===== src/design/crc_cfg.svh =====
// Constants of the byte serial CRC-16 unit: offsets, fields, resets, polynomials.
// Assumes inclusion once per compile unit through the package file.
`ifndef CRC_CFG_SVH
`define CRC_CFG_SVH
`define ADDR_W 8
`define OFS_INPUT 8'h00
`define OFS_LOW 8'h04
`define OFS_HIGH 8'h08
`define OFS_CTRL 8'h0C
`define OFS_ENGINE 8'h10
`define OFS_STATUS 8'h14
`define CTRL_POLYNOMIAL_SELECT_BIT 0
`define ENGINE_PAUSE_BIT 0
`define STATUS_EMPTY_BIT 0
`define STATUS_FULL_BIT 1
`define STATUS_LEVEL_LSB 4
`define RST_BYTE 8'h00
`define RST_SUM 16'h0000
`define POLYNOMIAL_SELECT_CCITT 16'h1021
`define POLYNOMIAL_SELECT_CRC16 16'h8005
`define FIFO_WIDTH 8
`define FIFO_DEPTH 8
`define RESP_OKAY 2'h0
`define RESP_SLVERR 2'h2
`endif


===== src/design/crc_pkg.sv =====
// Types shared by the CRC unit: bus carriers, register select, states.
// Assumes crc_cfg.svh sits on the include path.
`include "crc_cfg.svh"
package crc_pkg;
    typedef enum logic {polynomial_select_ccitt, polynomial_select_crc16} polynomial_select_sel_type;
    typedef enum logic [2:0] {
        reg_input, reg_low, reg_high, reg_ctrl, reg_engine, reg_status, reg_none
    } reg_sel_type;
    typedef enum logic {wr_collect, wr_respond} wr_state_type;
    // Master to slave side of the AXI4-Lite port
    typedef struct packed {
        logic awvalid;
        logic [`ADDR_W-1:0] awaddr;
        logic wvalid;
        logic [31:0] wdata;
        logic [3:0] wstrb;
        logic bready;
        logic arvalid;
        logic [`ADDR_W-1:0] araddr;
        logic rready;
    } axil_req_type;
    // Slave to master side
    typedef struct packed {
        logic awready;
        logic wready;
        logic bvalid;
        logic [1:0] bresp;
        logic arready;
        logic rvalid;
        logic [31:0] rdata;
        logic [1:0] rresp;
    } axil_rsp_type;
endpackage


===== src/design/byte_serial_crc16_unit.sv =====
// Byte serial CRC-16 unit behind an AXI4-Lite slave, with its byte FIFO.
// Assumes one clock, synchronous active-low reset, a master on the same clock.
`timescale 1ns/1ns

// Byte FIFO between the bus and the CRC engine
module crc_byte_fifo #(
    parameter int WIDTH = 8,
    parameter int DEPTH = 8
) (
    input wire logic clk_i,
    input wire logic resetn_i,
    input wire logic in_valid_i,
    input wire logic [WIDTH-1:0] in_data_i,
    output logic in_ready_o,
    output logic out_valid_o,
    output logic [WIDTH-1:0] out_data_o,
    input wire logic out_ready_i,
    output logic [$clog2(DEPTH+1)-1:0] level_o
);
    localparam int PW = $clog2(DEPTH);
    localparam int LW = $clog2(DEPTH + 1);
    logic [WIDTH-1:0] mem [DEPTH];
    logic [PW-1:0] wr_ptr;
    logic [PW-1:0] rd_ptr;
    logic [LW-1:0] count;
    logic [PW-1:0] next_wr_ptr;
    logic [PW-1:0] next_rd_ptr;
    logic [LW-1:0] next_count;
    logic push;
    logic pop;

    function automatic logic [PW-1:0] bump(input logic [PW-1:0] p);
        bump = (p == PW'(DEPTH - 1)) ? '0 : p + PW'(1);
    endfunction

    // Honest flags straight from the occupancy count
    assign in_ready_o = (count != LW'(DEPTH));
    assign out_valid_o = (count != '0);
    assign out_data_o = mem[rd_ptr];
    assign level_o = count;
    assign push = in_valid_i && in_ready_o;
    assign pop = out_valid_o && out_ready_i;

    // Pointer and count update
    always_comb begin
        next_wr_ptr = push ? bump(wr_ptr) : wr_ptr;
        next_rd_ptr = pop ? bump(rd_ptr) : rd_ptr;
        next_count = count;
        if (push && !pop) begin
            next_count = count + LW'(1);
        end else if (pop && !push) begin
            next_count = count - LW'(1);
        end
    end

    always_ff @(posedge clk_i) begin
        if (!resetn_i) begin
            wr_ptr <= '0;
            rd_ptr <= '0;
            count <= '0;
        end else begin
            wr_ptr <= next_wr_ptr;
            rd_ptr <= next_rd_ptr;
            count <= next_count;
        end
    end

    // Storage needs no reset; a slot is only popped after it has been written
    always_ff @(posedge clk_i) begin
        if (push) begin
            mem[wr_ptr] <= in_data_i;
        end
    end
endmodule

// CRC engine and register file
module byte_serial_crc16_unit
    import crc_pkg::*;
(
    input wire logic clk_i,
    input wire logic resetn_i,
    input wire axil_req_type axil_i,
    output axil_rsp_type axil_o
);
    axil_rsp_type rsp;
    axil_rsp_type next_rsp;
    wr_state_type wr_state;
    wr_state_type next_wr_state;
    logic aw_held;
    logic next_aw_held;
    logic [`ADDR_W-1:0] aw_addr;
    logic [`ADDR_W-1:0] next_aw_addr;
    logic w_held;
    logic next_w_held;
    logic [31:0] w_data;
    logic [31:0] next_w_data;
    logic [3:0] w_strb;
    logic [3:0] next_w_strb;
    logic ar_held;
    logic next_ar_held;
    logic [`ADDR_W-1:0] ar_addr;
    logic [`ADDR_W-1:0] next_ar_addr;
    logic rd_ctrl;
    logic next_rd_ctrl;
    logic [15:0] running_checksum;
    logic [15:0] next_running_checksum;
    polynomial_select_sel_type polynomial_select;
    polynomial_select_sel_type next_polynomial_select;
    logic [7:0] crc_byte_input;
    logic [7:0] next_crc_byte_input;
    logic pause;
    logic next_pause;
    reg_sel_type wr_idx;
    reg_sel_type rd_idx;
    logic wr_go;
    logic rd_go;
    logic push;
    logic pop;
    logic fifo_in_ready;
    logic fifo_valid;
    logic [7:0] fifo_data;
    logic [3:0] fifo_level;
    logic fifo_empty;

    // Address decode, shared by the read and write paths
    function automatic reg_sel_type decode(input logic [`ADDR_W-1:0] addr);
        case (addr)
            `OFS_INPUT: decode = reg_input;
            `OFS_LOW: decode = reg_low;
            `OFS_HIGH: decode = reg_high;
            `OFS_CTRL: decode = reg_ctrl;
            `OFS_ENGINE: decode = reg_engine;
            `OFS_STATUS: decode = reg_status;
            default: decode = reg_none;
        endcase
    endfunction

    // Whole byte folded in one pass of combinational logic
    function automatic logic [15:0] crc_step(input logic [15:0] sum_in,
        input logic [7:0] data, input polynomial_select_sel_type s);
        logic [15:0] t;
        logic [15:0] p;
        logic msb;
        p = (s == polynomial_select_crc16) ? `POLYNOMIAL_SELECT_CRC16 : `POLYNOMIAL_SELECT_CCITT;
        t = sum_in ^ {data, 8'h00};
        for (int i = 0; i < 8; i++) begin
            msb = t[15];
            t = {t[14:0], 1'b0};
            if (msb) begin
                t = t ^ p;
            end
        end
        crc_step = t;
    endfunction

    assign axil_o = rsp;
    assign wr_idx = decode(aw_addr);
    assign rd_idx = decode(ar_addr);
    assign fifo_empty = (fifo_level == 4'h0);
    assign pop = fifo_valid && !pause;

    // Checksum and control writes wait for the FIFO to drain, keeping byte order
    assign wr_go = (wr_state == wr_collect) && aw_held && w_held
        && ((wr_idx == reg_input) ? fifo_in_ready
        : (wr_idx inside {reg_low, reg_high, reg_ctrl}) ? fifo_empty : 1'b1);
    assign push = wr_go && (wr_idx == reg_input) && w_strb[0];
    // Checksum reads wait until queued bytes are folded in, unless paused
    assign rd_go = ar_held && !rsp.rvalid
        && (!(rd_idx inside {reg_low, reg_high}) || fifo_empty || pause);

    crc_byte_fifo #(
        .WIDTH(`FIFO_WIDTH),
        .DEPTH(`FIFO_DEPTH)
    ) byte_queue (
        .clk_i(clk_i),
        .resetn_i(resetn_i),
        .in_valid_i(push),
        .in_data_i(w_data[7:0]),
        .in_ready_o(fifo_in_ready),
        .out_valid_o(fifo_valid),
        .out_data_o(fifo_data),
        .out_ready_i(!pause),
        .level_o(fifo_level)
    );

    // Bus handshakes, holding registers and answers
    always_comb begin
        next_rsp = rsp;
        next_wr_state = wr_state;
        next_aw_held = aw_held;
        next_aw_addr = aw_addr;
        next_w_held = w_held;
        next_w_data = w_data;
        next_w_strb = w_strb;
        next_ar_held = ar_held;
        next_ar_addr = ar_addr;
        next_rd_ctrl = rd_ctrl;
        if (axil_i.awvalid && rsp.awready) begin
            next_aw_held = 1'b1;
            next_aw_addr = axil_i.awaddr;
        end
        if (axil_i.wvalid && rsp.wready) begin
            next_w_held = 1'b1;
            next_w_data = axil_i.wdata;
            next_w_strb = axil_i.wstrb;
        end
        unique case (wr_state)
            wr_collect: begin
                if (wr_go) begin
                    next_aw_held = 1'b0;
                    next_w_held = 1'b0;
                    next_rsp.bvalid = 1'b1;
                    next_rsp.bresp = (wr_idx == reg_none) ? `RESP_SLVERR : `RESP_OKAY;
                    next_wr_state = wr_respond;
                end
            end
            wr_respond: begin
                if (axil_i.bready) begin
                    next_rsp.bvalid = 1'b0;
                    next_wr_state = wr_collect;
                end
            end
        endcase
        if (axil_i.arvalid && rsp.arready) begin
            next_ar_held = 1'b1;
            next_ar_addr = axil_i.araddr;
        end
        if (rsp.rvalid && axil_i.rready) begin
            next_rsp.rvalid = 1'b0;
        end
        if (rd_go) begin
            next_ar_held = 1'b0;
            next_rd_ctrl = (rd_idx == reg_ctrl);
            next_rsp.rvalid = 1'b1;
            next_rsp.rresp = (rd_idx == reg_none) ? `RESP_SLVERR : `RESP_OKAY;
            unique case (rd_idx)
                reg_input: next_rsp.rdata = {24'h000000, crc_byte_input};
                reg_low: next_rsp.rdata = {24'h000000, running_checksum[7:0]};
                reg_high: next_rsp.rdata = {24'h000000, running_checksum[15:8]};
                reg_ctrl: next_rsp.rdata = {31'h00000000, polynomial_select};
                reg_engine: next_rsp.rdata = {31'h00000000, pause};
                reg_status: next_rsp.rdata = {24'h000000, fifo_level, 2'h0,
                    !fifo_in_ready, fifo_empty};
                reg_none: next_rsp.rdata = 32'h00000000;
                default: next_rsp.rdata = 32'h00000000;
            endcase
        end
        next_rsp.awready = !next_aw_held;
        next_rsp.wready = !next_w_held;
        next_rsp.arready = !next_ar_held && !next_rsp.rvalid;
    end

    always_ff @(posedge clk_i) begin
        if (!resetn_i) begin
            rsp <= '0;
            wr_state <= wr_collect;
            aw_held <= 1'b0;
            aw_addr <= '0;
            w_held <= 1'b0;
            w_data <= 32'h00000000;
            w_strb <= 4'h0;
            ar_held <= 1'b0;
            ar_addr <= '0;
            rd_ctrl <= 1'b0;
        end else begin
            rsp <= next_rsp;
            wr_state <= next_wr_state;
            aw_held <= next_aw_held;
            aw_addr <= next_aw_addr;
            w_held <= next_w_held;
            w_data <= next_w_data;
            w_strb <= next_w_strb;
            ar_held <= next_ar_held;
            ar_addr <= next_ar_addr;
            rd_ctrl <= next_rd_ctrl;
        end
    end

    // Register file and checksum; checksum and control loads never meet a pop since they need an empty FIFO
    always_comb begin
        next_running_checksum = running_checksum;
        next_polynomial_select = polynomial_select;
        next_crc_byte_input = crc_byte_input;
        next_pause = pause;
        if (pop) begin
            next_running_checksum = crc_step(running_checksum, fifo_data,
                polynomial_select);
        end
        if (wr_go && w_strb[0]) begin
            unique case (wr_idx)
                reg_input: next_crc_byte_input = w_data[7:0];
                reg_low: next_running_checksum[7:0] = w_data[7:0];
                reg_high: next_running_checksum[15:8] = w_data[7:0];
                reg_ctrl: next_polynomial_select = polynomial_select_sel_type'(w_data[`CTRL_POLYNOMIAL_SELECT_BIT]);
                reg_engine: next_pause = w_data[`ENGINE_PAUSE_BIT];
                reg_status, reg_none: begin
                end
                default: begin
                end
            endcase
        end
    end

    always_ff @(posedge clk_i) begin
        if (!resetn_i) begin
            running_checksum <= `RST_SUM;
            polynomial_select <= polynomial_select_ccitt;
            crc_byte_input <= `RST_BYTE;
            pause <= 1'b0;
        end else begin
            running_checksum <= next_running_checksum;
            polynomial_select <= next_polynomial_select;
            crc_byte_input <= next_crc_byte_input;
            pause <= next_pause;
        end
    end
endmodule


===== config.mk =====
export PLATFORM = sky130hd
export DESIGN_NAME = byte_serial_crc16_unit
export DESIGN_NICKNAME = d
export VERILOG_FILES = /design/src/design/crc_pkg.sv /design/src/design/byte_serial_crc16_unit.sv
export VERILOG_INCLUDE_DIRS = /design/src /design/src/design
export SDC_FILE = /design/constraint.sdc
export NUM_CORES = 1
export LEC_CHECK = 0
export BUFFER_PORTS_ARGS = -buffer_cell sky130_fd_sc_hd__buf_2
export CAP_MARGIN = 20
export CORE_MARGIN = 2
export CORE_UTILIZATION = 40
export CTS_CLUSTER_SIZE = 12
export DETAILED_ROUTE_END_ITERATION = 6
export PLACE_DENSITY = 0.69
export RECOVER_POWER = 25
export SLEW_MARGIN = 25
export SYNTH_ARGS = -nofsm -noshare
export SYNTH_HDL_FRONTEND = slang
export SYNTH_SLANG_ARGS = --single-unit
export TNS_END_PERCENT = 30

===== constraint.sdc =====
create_clock -name clk_i -period 4.3 [get_ports clk_i]
set_input_delay 0.645 -clock clk_i [delete_from_list [all_inputs] [get_ports clk_i]]
set_output_delay 0.645 -clock clk_i [all_outputs]
set_load 0.005 [all_outputs]

Yosys cells after proc, flatten, opt, wreduce, memory -nomap -nowiden:

Memories as Yosys holds them, arrays and structs flattened. A register that Yosys moved wholly into a read port is not among the register bits.
Index checks and enable logic that the tools add are counted.

* bits in registers: 106
* RAM bits: 64
* input bits: 59
* output and inout bits: 41
* logic and storage cells: 158
* memories: 1

* $add $sub $neg: 4
* eq/ne operators: 26
* multiplexer cells: 51
* bitwise gates (word level): 10
* reduce and logical (&&, ||, !) cells: 43

Memories
* byte_queue.mem: depth 8, bits a word 8, rd ports 1, clocked after memory_dff 1, write ports 1, RTL line byte_serial_crc16_unit.sv:22 `logic [WIDTH-1:0] mem [DEPTH];`

Operator list (count)
* $mux W16: 18
* $xor A16 B16 Y16: 9
* $pmux W8 S6: 1
* $pmux W3 S6: 2
* $mux W35: 1
* $eq A8 B4 Y1 const B: 4
* $eq A8 B5 Y1 const B: 4
* $eq A3 B3 Y1 const B: 7
* $logic_and A1 B1 Y1: 17
* $eq A8 B3 Y1 const B: 2
* $logic_not A8 Y1: 2
* $mux W1: 16
* $mux W8: 2
* $mux W3: 5
* $eq A3 B2 Y1 const B: 4
* $logic_not A1 Y1: 10
* $reduce_and A2 Y1: 5
* $mux W4: 2
* $add A3 B1 Y3 const B: 2
* $eq A3 B1 Y1 const B: 2
* $logic_not A3 Y1: 2
* $add A4 B1 Y4 const B: 1
* $logic_not A4 Y1: 1
* $mux W2: 2
* other kinds (9): 13

Depth between registers and ports, before layout:

* word-level depth: 27
* mapped depth: 16
* gate-level depth less buffers: 14

Cells and area by module:

Synthesis repeated with hierarchy kept, for this count alone.

* cell total of the unflattened synthesis: 636
* area total of the unflattened synthesis: 7224.4 µm²

By module, submodules not included
* byte_serial_crc16_unit: instances 1, cells each 468, area an instance 4076.4 µm², sequential area each 1401.3 µm²
* crc_byte_fifo: instances 1, cells each 168, area an instance 3148.0 µm², sequential area each 2182.1 µm²

Least setup slack after synthesis:

OpenSTA, ideal clock, no wires.

* path kind: reg2reg
* start: register byte_queue.count[0], in the netlist byte_queue.level_o[0]
* end: register byte_queue.count[3], in the netlist byte_queue.level_o[3]
* setup time: 0.070 ns
* arrival: 3.655 ns
* required time: 4.230 ns
* setup slack: 0.575 ns
* stages on the path, launching flop included: 17
* buffers on the path: 2
* period minus slack after synthesis: 3.725 ns
* path through: dfxtp_1 -> or3_1 -> or2_2 -> a311oi_2 -> and4b_1 -> clkbuf_1 -> nand2_1 -> inv_1 -> buf_2 -> ha_1 -> inv_1 -> ha_1 -> a21o_1 -> a21oi_1 -> xnor2_1 -> or3_1 -> a21oi_1

* cells in the longest elaborated chain, start to end: 10
* elaborated cells between the ends (all ways): 19
* those cells by class: add/sub: 2; eq/ne: 1; mux: 4; reduce/logical: 12

RTL lines
* start, declared: RTL line byte_serial_crc16_unit.sv:25 `logic [LW-1:0] count;`
* start signal, assigned: RTL line byte_serial_crc16_unit.sv:64 `count <= next_count;`
* $logic_not A4 Y1: RTL line byte_serial_crc16_unit.sv:159 `assign fifo_empty = (fifo_level == 4'h0);`
* $mux W1: RTL line byte_serial_crc16_unit.sv:165 `: (wr_idx inside {reg_low, reg_high, reg_ctrl}) ? fifo_empty : 1'b1);`
* $mux W1: RTL line byte_serial_crc16_unit.sv:164 `&& ((wr_idx == reg_input) ? fifo_in_ready`
* $logic_and A1 B1 Y1: RTL line byte_serial_crc16_unit.sv:164
* $logic_and A1 B1 Y1 (2 in series): RTL line byte_serial_crc16_unit.sv:166 `assign push = wr_go && (wr_idx == reg_input) && w_strb[0];`
* $logic_and A1 B1 Y1 *: RTL line byte_serial_crc16_unit.sv:41 `assign push = in_valid_i && in_ready_o;`
* named net byte_queue.push: RTL line byte_serial_crc16_unit.sv:29 `logic push;`
* $logic_not A1 Y1: RTL line byte_serial_crc16_unit.sv:51 `end else if (pop && !push) begin`
* $logic_and A1 B1 Y1: RTL line byte_serial_crc16_unit.sv:51
* $reduce_bool A2 Y1 (no line)

The timed path passes the listed nets; every way through them passes the cells marked *. The select of a mux whose other input is x is not followed.
A chain may end at the register's enable or synchronous reset.

Final worst setup path:

* start: register byte_queue.count[0], in the netlist byte_queue.level_o[0]
* end: register byte_queue.count[3], in the netlist byte_queue.level_o[3]

* cells in the longest elaborated chain, start to end: 10
* elaborated cells between the ends (all ways): 19
* those cells by class: add/sub: 2; eq/ne: 1; mux: 4; reduce/logical: 12

RTL lines (RTL line)
* $logic_not A4 Y1: byte_serial_crc16_unit.sv:159
* $mux W1: byte_serial_crc16_unit.sv:165
* $mux W1: byte_serial_crc16_unit.sv:164
* $logic_and A1 B1 Y1: byte_serial_crc16_unit.sv:164
* $logic_and A1 B1 Y1 (2 in series): byte_serial_crc16_unit.sv:166
* $logic_and A1 B1 Y1: byte_serial_crc16_unit.sv:41
* $logic_not A1 Y1: byte_serial_crc16_unit.sv:51
* $logic_and A1 B1 Y1: byte_serial_crc16_unit.sv:51
* $reduce_bool A2 Y1 (no line)

Parallel ways exist; a longest one is shown, timed or not. The select of a mux whose other input is x is not followed.

==> run metrics <==
first-pass GRT wire length=22800 um; hold buffer count at cts=0; GRT Residual Overflow=0; sequential fraction of the synthesis area=0.536; maximum clock rate=284 MHz; final estimated routing congestion in global placement=0.838; Max Cap Viol=0; vias per cell=5.11; crit path time final=3.52 ns; DR iter-0 viols=334; TritonCTS clock tree=done; Crit. End Element=flip-flop; CP max stage cell=or3_1; final antenna diode count=0; later-pin clock latency in the skew report=0.43 ns; buffer depth of the longest clock path=2; TritonCTS Sinks=147; maximum VDD drop=343 uV; Residual DRC=0; vias in the first global route=4453; share of layout cells above drive strength 1=0.182; Synth Warn #=0; clock skew=0.00873 ns; Top FF cell, synth=dfxtp_1; met3 WL post-DR=669 um; Leakage=2.85 nW; Post-Synthesis Cells=623; Starting Density=0.406; total die area=17800 um2; CTS Buf Count=17; initial antenna violation count=0; uppermost routed layer=met4; post-CTS sizing=0; asr flop ratio synth=0; status=finished clean; Tot GR Track Use=0.166; largest net degree at the start of global routing=43; Critical Path Fanout Max=9; Power Density=671 nW/um2; clk slew on worst S/H paths=0.06 ns; root buf cell=clkbuf_16; Hold WC Path Type=input pin to flip-flop; Die W=133 um; ANT nets after route=0; crit path kind=flip-flop to flip-flop; commonest non-fill, non-tap cell in the layout=nand2_1; Largest stage delay, worst path=0.46 ns; Critical Path Source Type=flip-flop; hold_ws=0.449 ns; final hold violation count=0; nets@finish=743; worst endpoint data arrival time=3.87 ns; Pre-antenna DRT Iters=5; RSZ-0062 raised after global routing=no; M1 wire length=6320 um; wire length per cell=15.4 um; core area=16500 um2; die height=133 um; FILL cells=1560; most frequent cells in the layout=nand2_1, dfxtp_1, a21oi_1, edfxtp_1; Mapped Area=6680 um2; Area Growth Syn to Fin=14.8%; Post-DP HPWL=9640 um; max_slew headroom=0.427; CP required=4.66 ns; met2 WL post-DR=6760 um; port buffer count=46; final wirelength=14000 um; Netlist cell types=55; Placed Cells=876; setup bufs post-CTS=0; CP cell instances=or3_1 > or2_2 > a311oi_2 > buf_4 > and4b_1 > nand2_1 > inv_1 > ha_1 > inv_1 > ha_1 > a21o_1 > a21oi_1 > xnor2_1 > or3_1 > a21oi_1; Mapped Avg Cell Area=10.7 um2; final setup violation count=0; TNS Setup=0 ns; Cell Count, Final, Fillers Out=908; final cycle utilization of the critical path=0.818; Worst Tran Pin Value=0.856 ns; #FFs+latches synth=147; total number of vias=4642; number of synthesized flops with an enable pin=64; Site Rows=47; Slew Viols, Final=0; H-tree depth=4; I/O Pins=100
-- cell usage after synthesis, drive strengths merged (2+ instances only) --
cell type,count,area [um2]
a211oi,5,37.5
a21boi,3,22.5
a21o,2,15.0
a21oi,67,335
a222oi,7,70.1
a22o,2,17.5
a311oi,3,32.5
a31oi,3,18.8
and2,3,18.8
and3,3,18.8
buf,40,274
clkbuf,17,63.8
dfxtp,83,1660
edfxtp,64,1920
ha,8,100
inv,9,33.8
mux2i,12,133
mux4,16,360
nand2,99,372
nand2b,4,25.0
nand3,19,95.1
nand3b,5,37.5
nor2,46,173
nor2b,2,12.5
nor3,13,65.1
nor3b,4,30.0
nor4,3,25.0
nor4b,2,17.5
o211ai,5,37.5
o21ai,20,100
or2,2,12.5
or3,5,31.3
xnor2,22,234
xor2,15,158
-- final cells by class --
class,count,area [um2],area share
inverter,9,33.8,0.00440
tap,220,275,0.0359
clock buffer,17,425,0.0555
sequential,147,3580,0.467
multi-input combinational,435,2820,0.368
timing repair buffer,65,373,0.0486
clock inverter,15,159,0.0207
-- power breakdown --
group / total [mW] / internal, mW / leakage, nW / switching [mW]
registers: 1.76 / 1.58 / 1.27 / 0.182
logic: 1.94 / 0.961 / 1.30 / 0.978
clock network: 1.45 / 0.822 / 0.286 / 0.628
-- metrics by stage --
step                power, mW  utilization  area (um2)  setup WS, ns
floorplan                3.39            -        6780         0.575
global placement         3.67        0.430        7090         0.846
detailed placement       3.70        0.430        7090         0.787
CTS                      5.16        0.466        7670         0.769
global route             5.47        0.466        7670         0.469
finish                   5.15        0.466        7670         0.783
-- per-layer routing --
layer	vias to the layer above	global-route usage
met1	2232	0.221
met5	-	0
met4	0	0.0561
met2	113	0.266
li1	2279	-
met3	18	0.0396
-- worst max-delay path: cells and delay by family, from the launching register on --
family | cells | cell delay (ns)
buffers and inverters | 3 | 0.36
XOR/XNOR | 1 | 0.09
adder cells (fa/ha/maj) | 2 | 0.46
AO/OA/AOI/OAI | 4 | 0.72
AND/OR/NAND/NOR | 5 | 1.45
flip-flops | 1 | 0.38
-- path summary, 6_finish.rpt --
kind	start	end	slack, ns	cells past startpoint
max	byte_queue.level_o[0]	byte_queue.level_o[3]	0.78	15
min	axil_i[17]	w_data[2]	0.45	3
max reg2reg	byte_queue.level_o[0]	byte_queue.level_o[3]	0.78	15
min reg2reg	aw_addr[6]	aw_addr[6]	0.45	2
-- flip-flops by register name (all words and copies together) (netlist names), 3 cells and up, named ones only --
register,flops
byte_queue.wr_ptr,3
aw_addr,8
axil_o,15
byte_queue.level_o,4
byte_queue.rd_ptr,3
byte_queue.mem,64
w_data,8
crc_byte_input,8
ar_addr,8
running_checksum,16
-- cells by family after synthesis --
kind of cell / after synthesis / share of synthesized area
muxes: 28 / 0.0738
DFF: 147 / 0.536
buffers and inverters: 66 / 0.0556
adders and majority gates: 9 / 0.0180
AOI/OAI and AO/OA: 120 / 0.107
and+or+nand+nor: 213 / 0.144
xor gates and xnor gates: 39 / 0.0655
other: 1 / 0.000561
Power figures use the tool's default switching activity.
